<file path="config.mk">
export PLATFORM = sky130hd
export DESIGN_NAME = tcs_top
export DESIGN_NICKNAME = d
export VERILOG_FILES = /design/src/common/tcs_pkg.sv /design/src/core/tcs_top.sv
export VERILOG_INCLUDE_DIRS = /design/src /design/src/common
export SDC_FILE = /design/constraint.sdc
export NUM_CORES = 1
export LEC_CHECK = 0
export ABC_AREA = 1
export BUFFER_PORTS_ARGS = -buffer_cell sky130_fd_sc_hd__buf_2
export CAP_MARGIN = 30
export CORE_MARGIN = 2
export CORE_UTILIZATION = 45
export DETAILED_ROUTE_END_ITERATION = 12
export GPL_TIMING_DRIVEN = 0
export PLACE_DENSITY = 0.74
export SYNTH_ARGS = -nofsm -noshare
export SYNTH_HDL_FRONTEND = slang
export SYNTH_SLANG_ARGS = --single-unit
</file>
<file path="constraint.sdc">
create_clock -name aclk -period 2 [get_ports aclk]
set_input_delay 0.4 -clock aclk [delete_from_list [all_inputs] [get_ports aclk]]
set_output_delay 0.4 -clock aclk [all_outputs]
set_load 0.1 [all_outputs]
</file>
<file path="src/common/tcs_defs.svh">
// Offsets, field positions and reset values of the timer status block.
// Assumes AXI4-Lite byte addresses, one 32-bit word per register.
// What this block does
// - Channel 1 sets match-B flag, status bit 7, on counter equal constant B.
// - Channel 1 sets match-A flag, status bit 6, on counter equal constant A.
// - Channel 1 sets wrap flag, status bit 5, when counter wraps FF to 00.
// - A flag clears only on a write of 0 after reading it as 1.
// - Writing 1 to a flag bit leaves the flag unchanged.
// - Channel 1 status bit 4 always reads 1 and ignores writes.
// - Channel 1 match B drives its pin per bits 3:2: keep, low, high, toggle.
// - Channel 1 match A drives its pin per bits 1:0, same encoding.
// - Channel X sets match-B flag, status bit 7, on counter equal constant B.
// - Channel X sets match-A flag, status bit 6, on counter equal constant A.
// - Channel X sets wrap flag, status bit 5, when counter wraps FF to 00.
// - Channel X sets capture flag, bit 4, after rise then fall of reset input.
// - Capture flag clears only on a write of 0 after reading it as 1.
// - Channel X match B drives its pin per bits 3:2: keep, low, high, toggle.
// - Channel X match A drives its pin per bits 1:0, same encoding.
// - Capture request is high only when capture flag and its enable are 1.
// - With start bit set, counter is copied on rise, then on fall.
`ifndef TCS_DEFS_SVH
`define TCS_DEFS_SVH

`define TCS_ADDR_W      8
`define TCS_T1_CS       8'h00
`define TCS_TX_CS       8'h04
`define TCS_T1_CNT      8'h08
`define TCS_T1_CA       8'h0C
`define TCS_T1_CB       8'h10
`define TCS_TX_CNT      8'h14
`define TCS_TX_CA       8'h18
`define TCS_TX_CB       8'h1C
`define TCS_CTRL        8'h20
`define TCS_CAP_RISE    8'h24
`define TCS_CAP_FALL    8'h28
`define TCS_IRQ_ST      8'h2C
`define TCS_IRQ_MASK    8'h30

`define TCS_RSV_BIT     4
`define TCS_RUN1_BIT    0
`define TCS_RUNX_BIT    1
`define TCS_CAPTURE_IRQ_ENABLE_BIT    2
`define TCS_START_BIT   3

`define TCS_CTRL_RST    4'h0
`define TCS_CNT_RST     8'h00
`define TCS_CONST_RST   8'hFF
`define TCS_CNT_MAX     8'hFF

`define TCS_RESP_OKAY   2'b00
`define TCS_RESP_DECERR 2'b11

`endif

</file>
<file path="src/common/tcs_pkg.sv">
// Types shared by the timer status block.
// Assumes tcs_defs.svh for all numeric constants.
package tcs_pkg;

  // Four flags in the order of status bits 7 down to 4
  typedef struct packed {
    logic match_b;
    logic match_a;
    logic wrap;
    logic capture;
  } tcs_flags_s;

  typedef enum logic [1:0] {
    CAP_RISE = 2'b01,
    CAP_FALL = 2'b10
  } tcs_cap_e;

endpackage

</file>
<file path="src/core/tcs_top.sv">
// Control and status logic of timer channels 1 and X with an AXI4-Lite
// register slave. Assumes one 100 MHz clock and synchronous inputs.
//
// Chosen here: register access over AXI4-Lite and the register addresses.
`timescale 1ns/1ns
`include "tcs_defs.svh"

module tcs_top
  import tcs_pkg::*;
(
  input  wire logic                   aclk,
  input  wire logic                   aresetn,
  input  wire logic [`TCS_ADDR_W-1:0] s_axi_awaddr,
  input  wire logic [2:0]             s_axi_awprot,
  input  wire logic                   s_axi_awvalid,
  output logic                        s_axi_awready,
  input  wire logic [31:0]            s_axi_wdata,
  input  wire logic [3:0]             s_axi_wstrb,
  input  wire logic                   s_axi_wvalid,
  output logic                        s_axi_wready,
  output logic [1:0]                  s_axi_bresp,
  output logic                        s_axi_bvalid,
  input  wire logic                   s_axi_bready,
  input  wire logic [`TCS_ADDR_W-1:0] s_axi_araddr,
  input  wire logic [2:0]             s_axi_arprot,
  input  wire logic                   s_axi_arvalid,
  output logic                        s_axi_arready,
  output logic [31:0]                 s_axi_rdata,
  output logic [1:0]                  s_axi_rresp,
  output logic                        s_axi_rvalid,
  input  wire logic                   s_axi_rready,
  input  wire logic                   timerx_ext_reset_in,
  output logic                        timer1_out_pin,
  output logic                        timerx_out_pin,
  output logic                        capture_irq_request,
  output logic                        irq
);

  // ==========================================================
  // Helpers
  function automatic logic hit(input logic [`TCS_ADDR_W-1:0] a,
                               input logic [`TCS_ADDR_W-1:0] off);
    hit = (a[`TCS_ADDR_W-1:2] == off[`TCS_ADDR_W-1:2]);
  endfunction

  function automatic logic mapped(input logic [`TCS_ADDR_W-1:0] a);
    mapped = (a[`TCS_ADDR_W-1:2] <= `TCS_IRQ_MASK >> 2);
  endfunction

  // Pin action: 00 keep, 01 low, 10 high, 11 toggle
  function automatic logic act(input logic [1:0] sel,
                               input logic       cur,
                               input logic       fire);
    act = cur;
    if (fire) begin
      case (sel)
        2'b01:   act = 1'b0;
        2'b10:   act = 1'b1;
        2'b11:   act = ~cur;
        default: act = cur;
      endcase
    end
  endfunction

  // ==========================================================
  // State
  logic [`TCS_ADDR_W-1:0] aw_addr_reg;
  logic [31:0]            w_data_reg;
  logic [3:0]             w_strb_reg;
  logic                   aw_got_reg;
  logic                   w_got_reg;
  logic                   bvalid_reg;
  logic [1:0]             bresp_reg;
  logic                   rvalid_reg;
  logic [31:0]            rdata_reg;
  logic [1:0]             rresp_reg;
  logic [7:0]             t1_cnt_reg;
  logic [7:0]             t1_ca_reg;
  logic [7:0]             t1_cb_reg;
  logic [7:0]             tx_cnt_reg;
  logic [7:0]             tx_ca_reg;
  logic [7:0]             tx_cb_reg;
  tcs_flags_s             t1_flag_reg;
  tcs_flags_s             tx_flag_reg;
  tcs_flags_s             t1_arm_reg;
  tcs_flags_s             tx_arm_reg;
  logic [3:0]             t1_sel_reg;
  logic [3:0]             tx_sel_reg;
  logic [3:0]             ctrl_reg;
  logic [7:0]             capture_rise_reg;
  logic [7:0]             capture_fall_reg;
  logic [6:0]             irq_st_reg;
  logic [6:0]             irq_mask_reg;
  logic                   t1_pin_reg;
  logic                   tx_pin_reg;
  logic                   ext_prev_reg;
  tcs_cap_e               cap_state_reg;

  // ==========================================================
  // AXI4-Lite handshakes
  logic                   aw_have;
  logic                   w_have;
  logic                   wr_fire;
  logic                   ar_fire;
  logic                   wr_en;
  logic [`TCS_ADDR_W-1:0] wa;
  logic [31:0]            wd;
  logic [3:0]             ws;

  assign s_axi_awready = ~aw_got_reg & ~bvalid_reg;
  assign s_axi_wready  = ~w_got_reg & ~bvalid_reg;
  assign s_axi_arready = ~rvalid_reg;
  assign s_axi_bvalid  = bvalid_reg;
  assign s_axi_bresp   = bresp_reg;
  assign s_axi_rvalid  = rvalid_reg;
  assign s_axi_rdata   = rdata_reg;
  assign s_axi_rresp   = rresp_reg;

  assign aw_have = aw_got_reg | (s_axi_awvalid & s_axi_awready);
  assign w_have  = w_got_reg | (s_axi_wvalid & s_axi_wready);
  assign wr_fire = aw_have & w_have;
  assign ar_fire = s_axi_arvalid & s_axi_arready;
  assign wa      = aw_got_reg ? aw_addr_reg : s_axi_awaddr;
  assign wd      = w_got_reg ? w_data_reg : s_axi_wdata;
  assign ws      = w_got_reg ? w_strb_reg : s_axi_wstrb;
  // Registers are one byte wide; only lane 0 carries them
  assign wr_en   = wr_fire & ws[0] & mapped(wa);

  always_ff @(posedge aclk) begin
    if (!aresetn) begin
      aw_got_reg  <= 1'b0;
      w_got_reg   <= 1'b0;
      aw_addr_reg <= '0;
      w_data_reg  <= 32'h0000_0000;
      w_strb_reg  <= 4'h0;
      bvalid_reg  <= 1'b0;
      bresp_reg   <= `TCS_RESP_OKAY;
    end else begin
      if (wr_fire) begin
        aw_got_reg <= 1'b0;
        w_got_reg  <= 1'b0;
        bvalid_reg <= 1'b1;
        bresp_reg  <= mapped(wa) ? `TCS_RESP_OKAY : `TCS_RESP_DECERR;
      end else begin
        if (s_axi_awvalid & s_axi_awready) begin
          aw_got_reg  <= 1'b1;
          aw_addr_reg <= s_axi_awaddr;
        end
        if (s_axi_wvalid & s_axi_wready) begin
          w_got_reg  <= 1'b1;
          w_data_reg <= s_axi_wdata;
          w_strb_reg <= s_axi_wstrb;
        end
        if (bvalid_reg & s_axi_bready) begin
          bvalid_reg <= 1'b0;
        end
      end
    end
  end

  // ==========================================================
  // Write strobes per register
  logic wr_t1_cs;
  logic wr_tx_cs;
  logic wr_t1_cnt;
  logic wr_tx_cnt;
  logic rd_t1_cs;
  logic rd_tx_cs;

  assign wr_t1_cs  = wr_en & hit(wa, `TCS_T1_CS);
  assign wr_tx_cs  = wr_en & hit(wa, `TCS_TX_CS);
  assign wr_t1_cnt = wr_en & hit(wa, `TCS_T1_CNT);
  assign wr_tx_cnt = wr_en & hit(wa, `TCS_TX_CNT);
  assign rd_t1_cs  = ar_fire & hit(s_axi_araddr, `TCS_T1_CS);
  assign rd_tx_cs  = ar_fire & hit(s_axi_araddr, `TCS_TX_CS);

  // ==========================================================
  // Counters and events
  logic       t1_tick;
  logic       tx_tick;
  logic [7:0] t1_inc;
  logic [7:0] tx_inc;
  tcs_flags_s t1_ev;
  tcs_flags_s tx_ev;
  logic       ext_rise;
  logic       ext_fall;

  // A software write to a counter wins over counting in that cycle
  assign t1_tick = ctrl_reg[`TCS_RUN1_BIT] & ~wr_t1_cnt;
  assign tx_tick = ctrl_reg[`TCS_RUNX_BIT] & ~wr_tx_cnt;
  assign t1_inc  = t1_cnt_reg + 8'h01;
  assign tx_inc  = tx_cnt_reg + 8'h01;
  assign ext_rise = timerx_ext_reset_in & ~ext_prev_reg;
  assign ext_fall = ~timerx_ext_reset_in & ext_prev_reg;

  // Events fire at the edge where the counter takes the matching value
  assign t1_ev.match_b = t1_tick & (t1_inc == t1_cb_reg);
  assign t1_ev.match_a = t1_tick & (t1_inc == t1_ca_reg);
  assign t1_ev.wrap    = t1_tick & (t1_cnt_reg == `TCS_CNT_MAX);
  assign t1_ev.capture = 1'b0;
  assign tx_ev.match_b = tx_tick & (tx_inc == tx_cb_reg);
  assign tx_ev.match_a = tx_tick & (tx_inc == tx_ca_reg);
  assign tx_ev.wrap    = tx_tick & (tx_cnt_reg == `TCS_CNT_MAX);
  assign tx_ev.capture = (cap_state_reg == CAP_FALL) & ext_fall;

  always_ff @(posedge aclk) begin
    if (!aresetn) begin
      t1_cnt_reg <= `TCS_CNT_RST;
      tx_cnt_reg <= `TCS_CNT_RST;
    end else begin
      if (wr_t1_cnt) begin
        t1_cnt_reg <= wd[7:0];
      end else if (t1_tick) begin
        t1_cnt_reg <= t1_inc;
      end
      if (wr_tx_cnt) begin
        tx_cnt_reg <= wd[7:0];
      end else if (tx_tick) begin
        tx_cnt_reg <= tx_inc;
      end
    end
  end

  // ==========================================================
  // Plain read/write registers
  always_ff @(posedge aclk) begin
    if (!aresetn) begin
      t1_ca_reg    <= `TCS_CONST_RST;
      t1_cb_reg    <= `TCS_CONST_RST;
      tx_ca_reg    <= `TCS_CONST_RST;
      tx_cb_reg    <= `TCS_CONST_RST;
      t1_sel_reg   <= 4'h0;
      tx_sel_reg   <= 4'h0;
      irq_mask_reg <= 7'h00;
    end else begin
      if (wr_en & hit(wa, `TCS_T1_CA)) t1_ca_reg <= wd[7:0];
      if (wr_en & hit(wa, `TCS_T1_CB)) t1_cb_reg <= wd[7:0];
      if (wr_en & hit(wa, `TCS_TX_CA)) tx_ca_reg <= wd[7:0];
      if (wr_en & hit(wa, `TCS_TX_CB)) tx_cb_reg <= wd[7:0];
      if (wr_t1_cs) t1_sel_reg <= wd[3:0];
      if (wr_tx_cs) tx_sel_reg <= wd[3:0];
      if (wr_en & hit(wa, `TCS_IRQ_MASK)) irq_mask_reg <= wd[6:0];
    end
  end

  // ==========================================================
  // Status flags: read as 1 arms the clear, a written 0 then clears
  tcs_flags_s t1_clr;
  tcs_flags_s tx_clr;

  // Written ones are masked out by ~wd, so they never clear
  assign t1_clr = {4{wr_t1_cs}} & ~wd[7:4] & t1_arm_reg;
  assign tx_clr = {4{wr_tx_cs}} & ~wd[7:4] & tx_arm_reg;

  always_ff @(posedge aclk) begin
    if (!aresetn) begin
      t1_flag_reg <= '0;
      tx_flag_reg <= '0;
      t1_arm_reg  <= '0;
      tx_arm_reg  <= '0;
    end else begin
      // Event ORed last so a same-cycle clear cannot lose it
      t1_flag_reg <= t1_ev | (t1_flag_reg & ~t1_clr);
      tx_flag_reg <= tx_ev | (tx_flag_reg & ~tx_clr);
      if (rd_t1_cs) begin
        t1_arm_reg <= t1_arm_reg | t1_flag_reg;
      end else if (wr_t1_cs) begin
        t1_arm_reg <= '0;
      end
      if (rd_tx_cs) begin
        tx_arm_reg <= tx_arm_reg | tx_flag_reg;
      end else if (wr_tx_cs) begin
        tx_arm_reg <= '0;
      end
    end
  end

  // ==========================================================
  // Control: run bits, capture enable, capture start
  always_ff @(posedge aclk) begin
    if (!aresetn) begin
      ctrl_reg <= `TCS_CTRL_RST;
    end else if (wr_en & hit(wa, `TCS_CTRL)) begin
      ctrl_reg <= wd[3:0];
    end else if (tx_ev.capture) begin
      // One capture operation ends at the falling edge
      ctrl_reg[`TCS_START_BIT] <= 1'b0;
    end
  end

  // ==========================================================
  // Capture sequence on the external reset input
  always_ff @(posedge aclk) begin
    if (!aresetn) begin
      ext_prev_reg     <= 1'b0;
      cap_state_reg    <= CAP_RISE;
      capture_rise_reg <= 8'h00;
      capture_fall_reg <= 8'h00;
    end else begin
      ext_prev_reg <= timerx_ext_reset_in;
      case (cap_state_reg)
        CAP_RISE: begin
          if (ext_rise) begin
            cap_state_reg <= CAP_FALL;
            if (ctrl_reg[`TCS_START_BIT]) begin
              capture_rise_reg <= tx_cnt_reg;
            end
          end
        end
        CAP_FALL: begin
          if (ext_fall) begin
            cap_state_reg <= CAP_RISE;
            if (ctrl_reg[`TCS_START_BIT]) begin
              capture_fall_reg <= tx_cnt_reg;
            end
          end
        end
        default: cap_state_reg <= CAP_RISE;
      endcase
    end
  end

  // ==========================================================
  // Output pins; a match B applied after A wins a tie
  always_ff @(posedge aclk) begin
    if (!aresetn) begin
      t1_pin_reg <= 1'b0;
      tx_pin_reg <= 1'b0;
    end else begin
      t1_pin_reg <= act(t1_sel_reg[3:2],
                        act(t1_sel_reg[1:0], t1_pin_reg,
                            t1_ev.match_a), t1_ev.match_b);
      tx_pin_reg <= act(tx_sel_reg[3:2],
                        act(tx_sel_reg[1:0], tx_pin_reg,
                            tx_ev.match_a), tx_ev.match_b);
    end
  end

  assign timer1_out_pin = t1_pin_reg;
  assign timerx_out_pin = tx_pin_reg;

  // ==========================================================
  // Interrupts: bits 2:0 channel 1 B/A/wrap, 6:3 channel X B/A/wrap/capture
  logic [6:0] irq_ev;

  assign irq_ev = {tx_ev, t1_ev.match_b, t1_ev.match_a, t1_ev.wrap};

  always_ff @(posedge aclk) begin
    if (!aresetn) begin
      irq_st_reg <= 7'h00;
    end else begin
      irq_st_reg <= irq_ev | (irq_st_reg &
                    ~((wr_en & hit(wa, `TCS_IRQ_ST)) ? wd[6:0] : 7'h00));
    end
  end

  assign irq = |(irq_st_reg & irq_mask_reg);
  assign capture_irq_request = tx_flag_reg.capture &
                               ctrl_reg[`TCS_CAPTURE_IRQ_ENABLE_BIT];

  // ==========================================================
  // Read path
  logic [7:0] rd_mux;

  always_comb begin
    case (s_axi_araddr[`TCS_ADDR_W-1:2])
      `TCS_T1_CS >> 2:    rd_mux = {t1_flag_reg[3:1], 1'b1, t1_sel_reg};
      `TCS_TX_CS >> 2:    rd_mux = {tx_flag_reg, tx_sel_reg};
      `TCS_T1_CNT >> 2:   rd_mux = t1_cnt_reg;
      `TCS_T1_CA >> 2:    rd_mux = t1_ca_reg;
      `TCS_T1_CB >> 2:    rd_mux = t1_cb_reg;
      `TCS_TX_CNT >> 2:   rd_mux = tx_cnt_reg;
      `TCS_TX_CA >> 2:    rd_mux = tx_ca_reg;
      `TCS_TX_CB >> 2:    rd_mux = tx_cb_reg;
      `TCS_CTRL >> 2:     rd_mux = {4'h0, ctrl_reg};
      `TCS_CAP_RISE >> 2: rd_mux = capture_rise_reg;
      `TCS_CAP_FALL >> 2: rd_mux = capture_fall_reg;
      `TCS_IRQ_ST >> 2:   rd_mux = {1'b0, irq_st_reg};
      `TCS_IRQ_MASK >> 2: rd_mux = {1'b0, irq_mask_reg};
      default:            rd_mux = 8'h00;
    endcase
  end

  always_ff @(posedge aclk) begin
    if (!aresetn) begin
      rvalid_reg <= 1'b0;
      rdata_reg  <= 32'h0000_0000;
      rresp_reg  <= `TCS_RESP_OKAY;
    end else if (ar_fire) begin
      rvalid_reg <= 1'b1;
      rdata_reg  <= {24'h00_0000, rd_mux};
      rresp_reg  <= mapped(s_axi_araddr) ? `TCS_RESP_OKAY : `TCS_RESP_DECERR;
    end else if (s_axi_rready) begin
      rvalid_reg <= 1'b0;
    end
  end
endmodule

</file>
==> metrics.md <==
| Metric | Value |
|---|---|
| Placeable Area | 0.0159 sq mm |
| Remaining global-route overflow | 0 |
| Tot GR Track Use | 26.4% |
| Max incr delay on CP | 0.33 ns |
| DRC viols | 0 |
| Fin Clk Skew | 0.00663 ns |
| Pwr/cell area | 769 mW/mm^2 |
| Fillers | 1507 |
| First-pass GRT wire length | 35.9 mm |
| Slew headroom | 46.6% |
| Initial Util | 46.0% |
| CTS tree | yes |
| Final Cell Area | 0.00904 sq mm |
| Crit path DAT | 2.32 ns |
| Die area | 0.0173 sq mm |
| Synthesized cell area | 0.00731 sq mm |
| Synth Warn # | 0 |
| CTS Hold Bufs | 0 |
| Worst-path clk slew | 0.06 ns |
| Non-filler cells, final | 1430 |
| DPL Wire Length | 17.4 mm |
| IO Port Bufs | 49 |
| Most used DFF post-synth | dfxtp_1 |
| Most frequent cells in the layout | 174 x nand2_1, 143 x inv_1, 125 x dfxtp_1 |
| Post-synth EDFFs | 0 |
| Dpl cell area | 0.00798 sq mm |
| Largest net degree at the start of global routing | 17 |
| WS Path Type | reg -> reg |
| Final setup violation count | 0 |
| CTS Buffer Depth | 2 |
| Slowest cell on crit path | dfxtp_2 |
| Synth-to-layout area growth | 23.7% |
| Static Leak | 0.00396 uW |
| Cell variety after synth | 47 |
| Crit share post-route | 98.1% |
| Worst Path Required | 2.36 ns |
| Maximum VDD drop | 0.000651 V |
| Post-DR vias/cell | 5.41 |
| Clock Root Buffer | clkbuf_16 |
| Pins Over Slew Limit | 0 |
| Setup crit start kind | flop |
| Net count, final | 1270 |
| CP cell instances | buf_6 -> inv_4 -> nand2_1 -> nand2_2 -> nor2_4 -> nand2_2 -> nand3_4 -> nor2_8 -> nor2_8 -> nand4_1 -> a21oi_1 |
| Vias in the first global route | 6764 |
| Initial antenna violation count | 0 |
| Proportion of layout cells with a drive suffix above 1 | 20.8% |
| Tmin final | 1.96 ns |
| Sequential area share after synthesis | 37.8% |
| Mean Syn Cell Area | 6.77 sq um |
| Placed Cells | 1373 |
| TritonCTS Buffers | 17 |
| Final Hold Viols | 0 |
| Slew @ Worst Pin | 0.801 ns |
| Diodes inserted | 0 |
| Routed length per instance | 16.5 um |
| 1st-pass router iterations | 7 |
| Status | complete, no violations |
| Max FO, Critical Path | 10 |
| Synthesized instance count | 1080 |
| Fmax | 0.510 GHz |
| First DRT Iteration DRCs | 940 |
| Ys async rst share | 0% |
| Synth Register Bits | 138 |
| Max_cap viols | 0 |
| Commonest non-fill, non-tap cell in the layout | nand2_1 |
| Clock Sinks | 138 |
| Critical path capture point type | flop |
| Worst skew pair latency | 0.43 ns |
| Detail Route Antenna Nets | 0 |
| # IOs | 111 |
| Final estimated routing congestion in global placement | 0.979 |
| HP Class | in -> reg |
| Via count | 7743 |
| H-tree depth | 4 |
| Horiz. Die Dim | 131 um |
| Die height | 131 um |
| Site Rows | 46 |
| Total Routed Length | 23.5 mm |
| RSZ-0062 raised after global routing | yes |
[synthesized netlist by cell type (all sizes together), types with 3 or more instances]
cell	number	area, sq um
buf	40	300
a31oi	3	18.8
o22ai	14	87.6
a211oi	7	52.6
dfxtp	138	2760
nor3	18	95.1
o21ai	146	749
nand4	15	93.8
nand3	72	383
xor2	5	43.8
a21oi	123	623
inv	159	599
nor2	97	435
nand2	192	743
clkbuf	20	76.3
or2	4	25.0
o31ai	4	30.0
o2111ai	5	43.8
[logic make-up after synthesis]
family	Yosys count	synth area share, %
simple gates	401	24.6
compound gates	312	23.0
buf+inv	219	13.3
flops	138	37.8
xor+xnor	7	0.838
fa+ha+maj	2	0.342
other cells	1	0.0513
[worst max-delay path: cells and delay by family (launching register included)]
family          cells  cell delay [ns]
buf+inv             2             0.19
simple gates        8             1.14
flops               1             0.33
compound gates      1             0.22
[final cells by class]
| class | count | area, sq um | area share [%] |
|---|---|---|---|
| buffer | 60 | 387 | 4.28 |
| clock buffer | 22 | 484 | 5.35 |
| clock inverter | 9 | 67.6 | 0.747 |
| inverter | 159 | 613 | 6.78 |
| multi-input combinational | 746 | 3940 | 43.5 |
| sequential | 138 | 2790 | 30.8 |
| tap | 216 | 270 | 2.99 |
| timing repair buffer | 80 | 495 | 5.48 |
[per-stage QoR]
stage          utilization [%]  power (uW)  hold WS (ns)  setup slack, ns  setup TNS (ns)
6_report                  56.9        6950         0.175           0.0377               0
5_1_grt                   56.9        7160         0.192          -0.0399          -0.373
4_1_cts                   54.5        6870         0.172          0.00442               0
3_5_place_dp              50.2        3960         0.441           -0.306           -6.96
3_3_place_gp              50.0        3930         0.439           -0.563           -8.75
2_1_floorplan                -        3700         0.424           0.0330               0
[path summary, 6_finish.rpt]
check / start / endpoint / slack (ns) / cells after the start
setup / recovery: aw_got_reg / tx_flag_reg[1] / 0.04 / 11
hold / removal: timerx_ext_reset_in / ext_prev_reg / 0.18 / 3
setup reg to reg: aw_got_reg / tx_flag_reg[1] / 0.04 / 11
hold reg to reg: aw_addr_reg[6] / aw_addr_reg[6] / 0.45 / 2
[repair_timing]
action	4_1_cts	5_1_grt
cloned	0	2
endpoints found under the setup margin	35	87
resized for setup	23	85
buffers inserted	8	16
hold endpoints to repair	0	0
pin swaps	5	25
[power by group]
part           internal, uW  switching, uW  leakage [uW]
sequential             2810           37.2       0.00112
combinational           275            896       0.00257
clock                  1710           1220      0.000264
[routing by layer]
metal	routed length [um]	up-vias	global-route usage (%)
li1	-	3784	-
met1	10500	3507	37.3
met5	0	-	0
met4	858	0	12.1
met3	2090	58	5.75
met2	10100	394	38.2
Note: power is estimated with default switching activity, not from simulation.
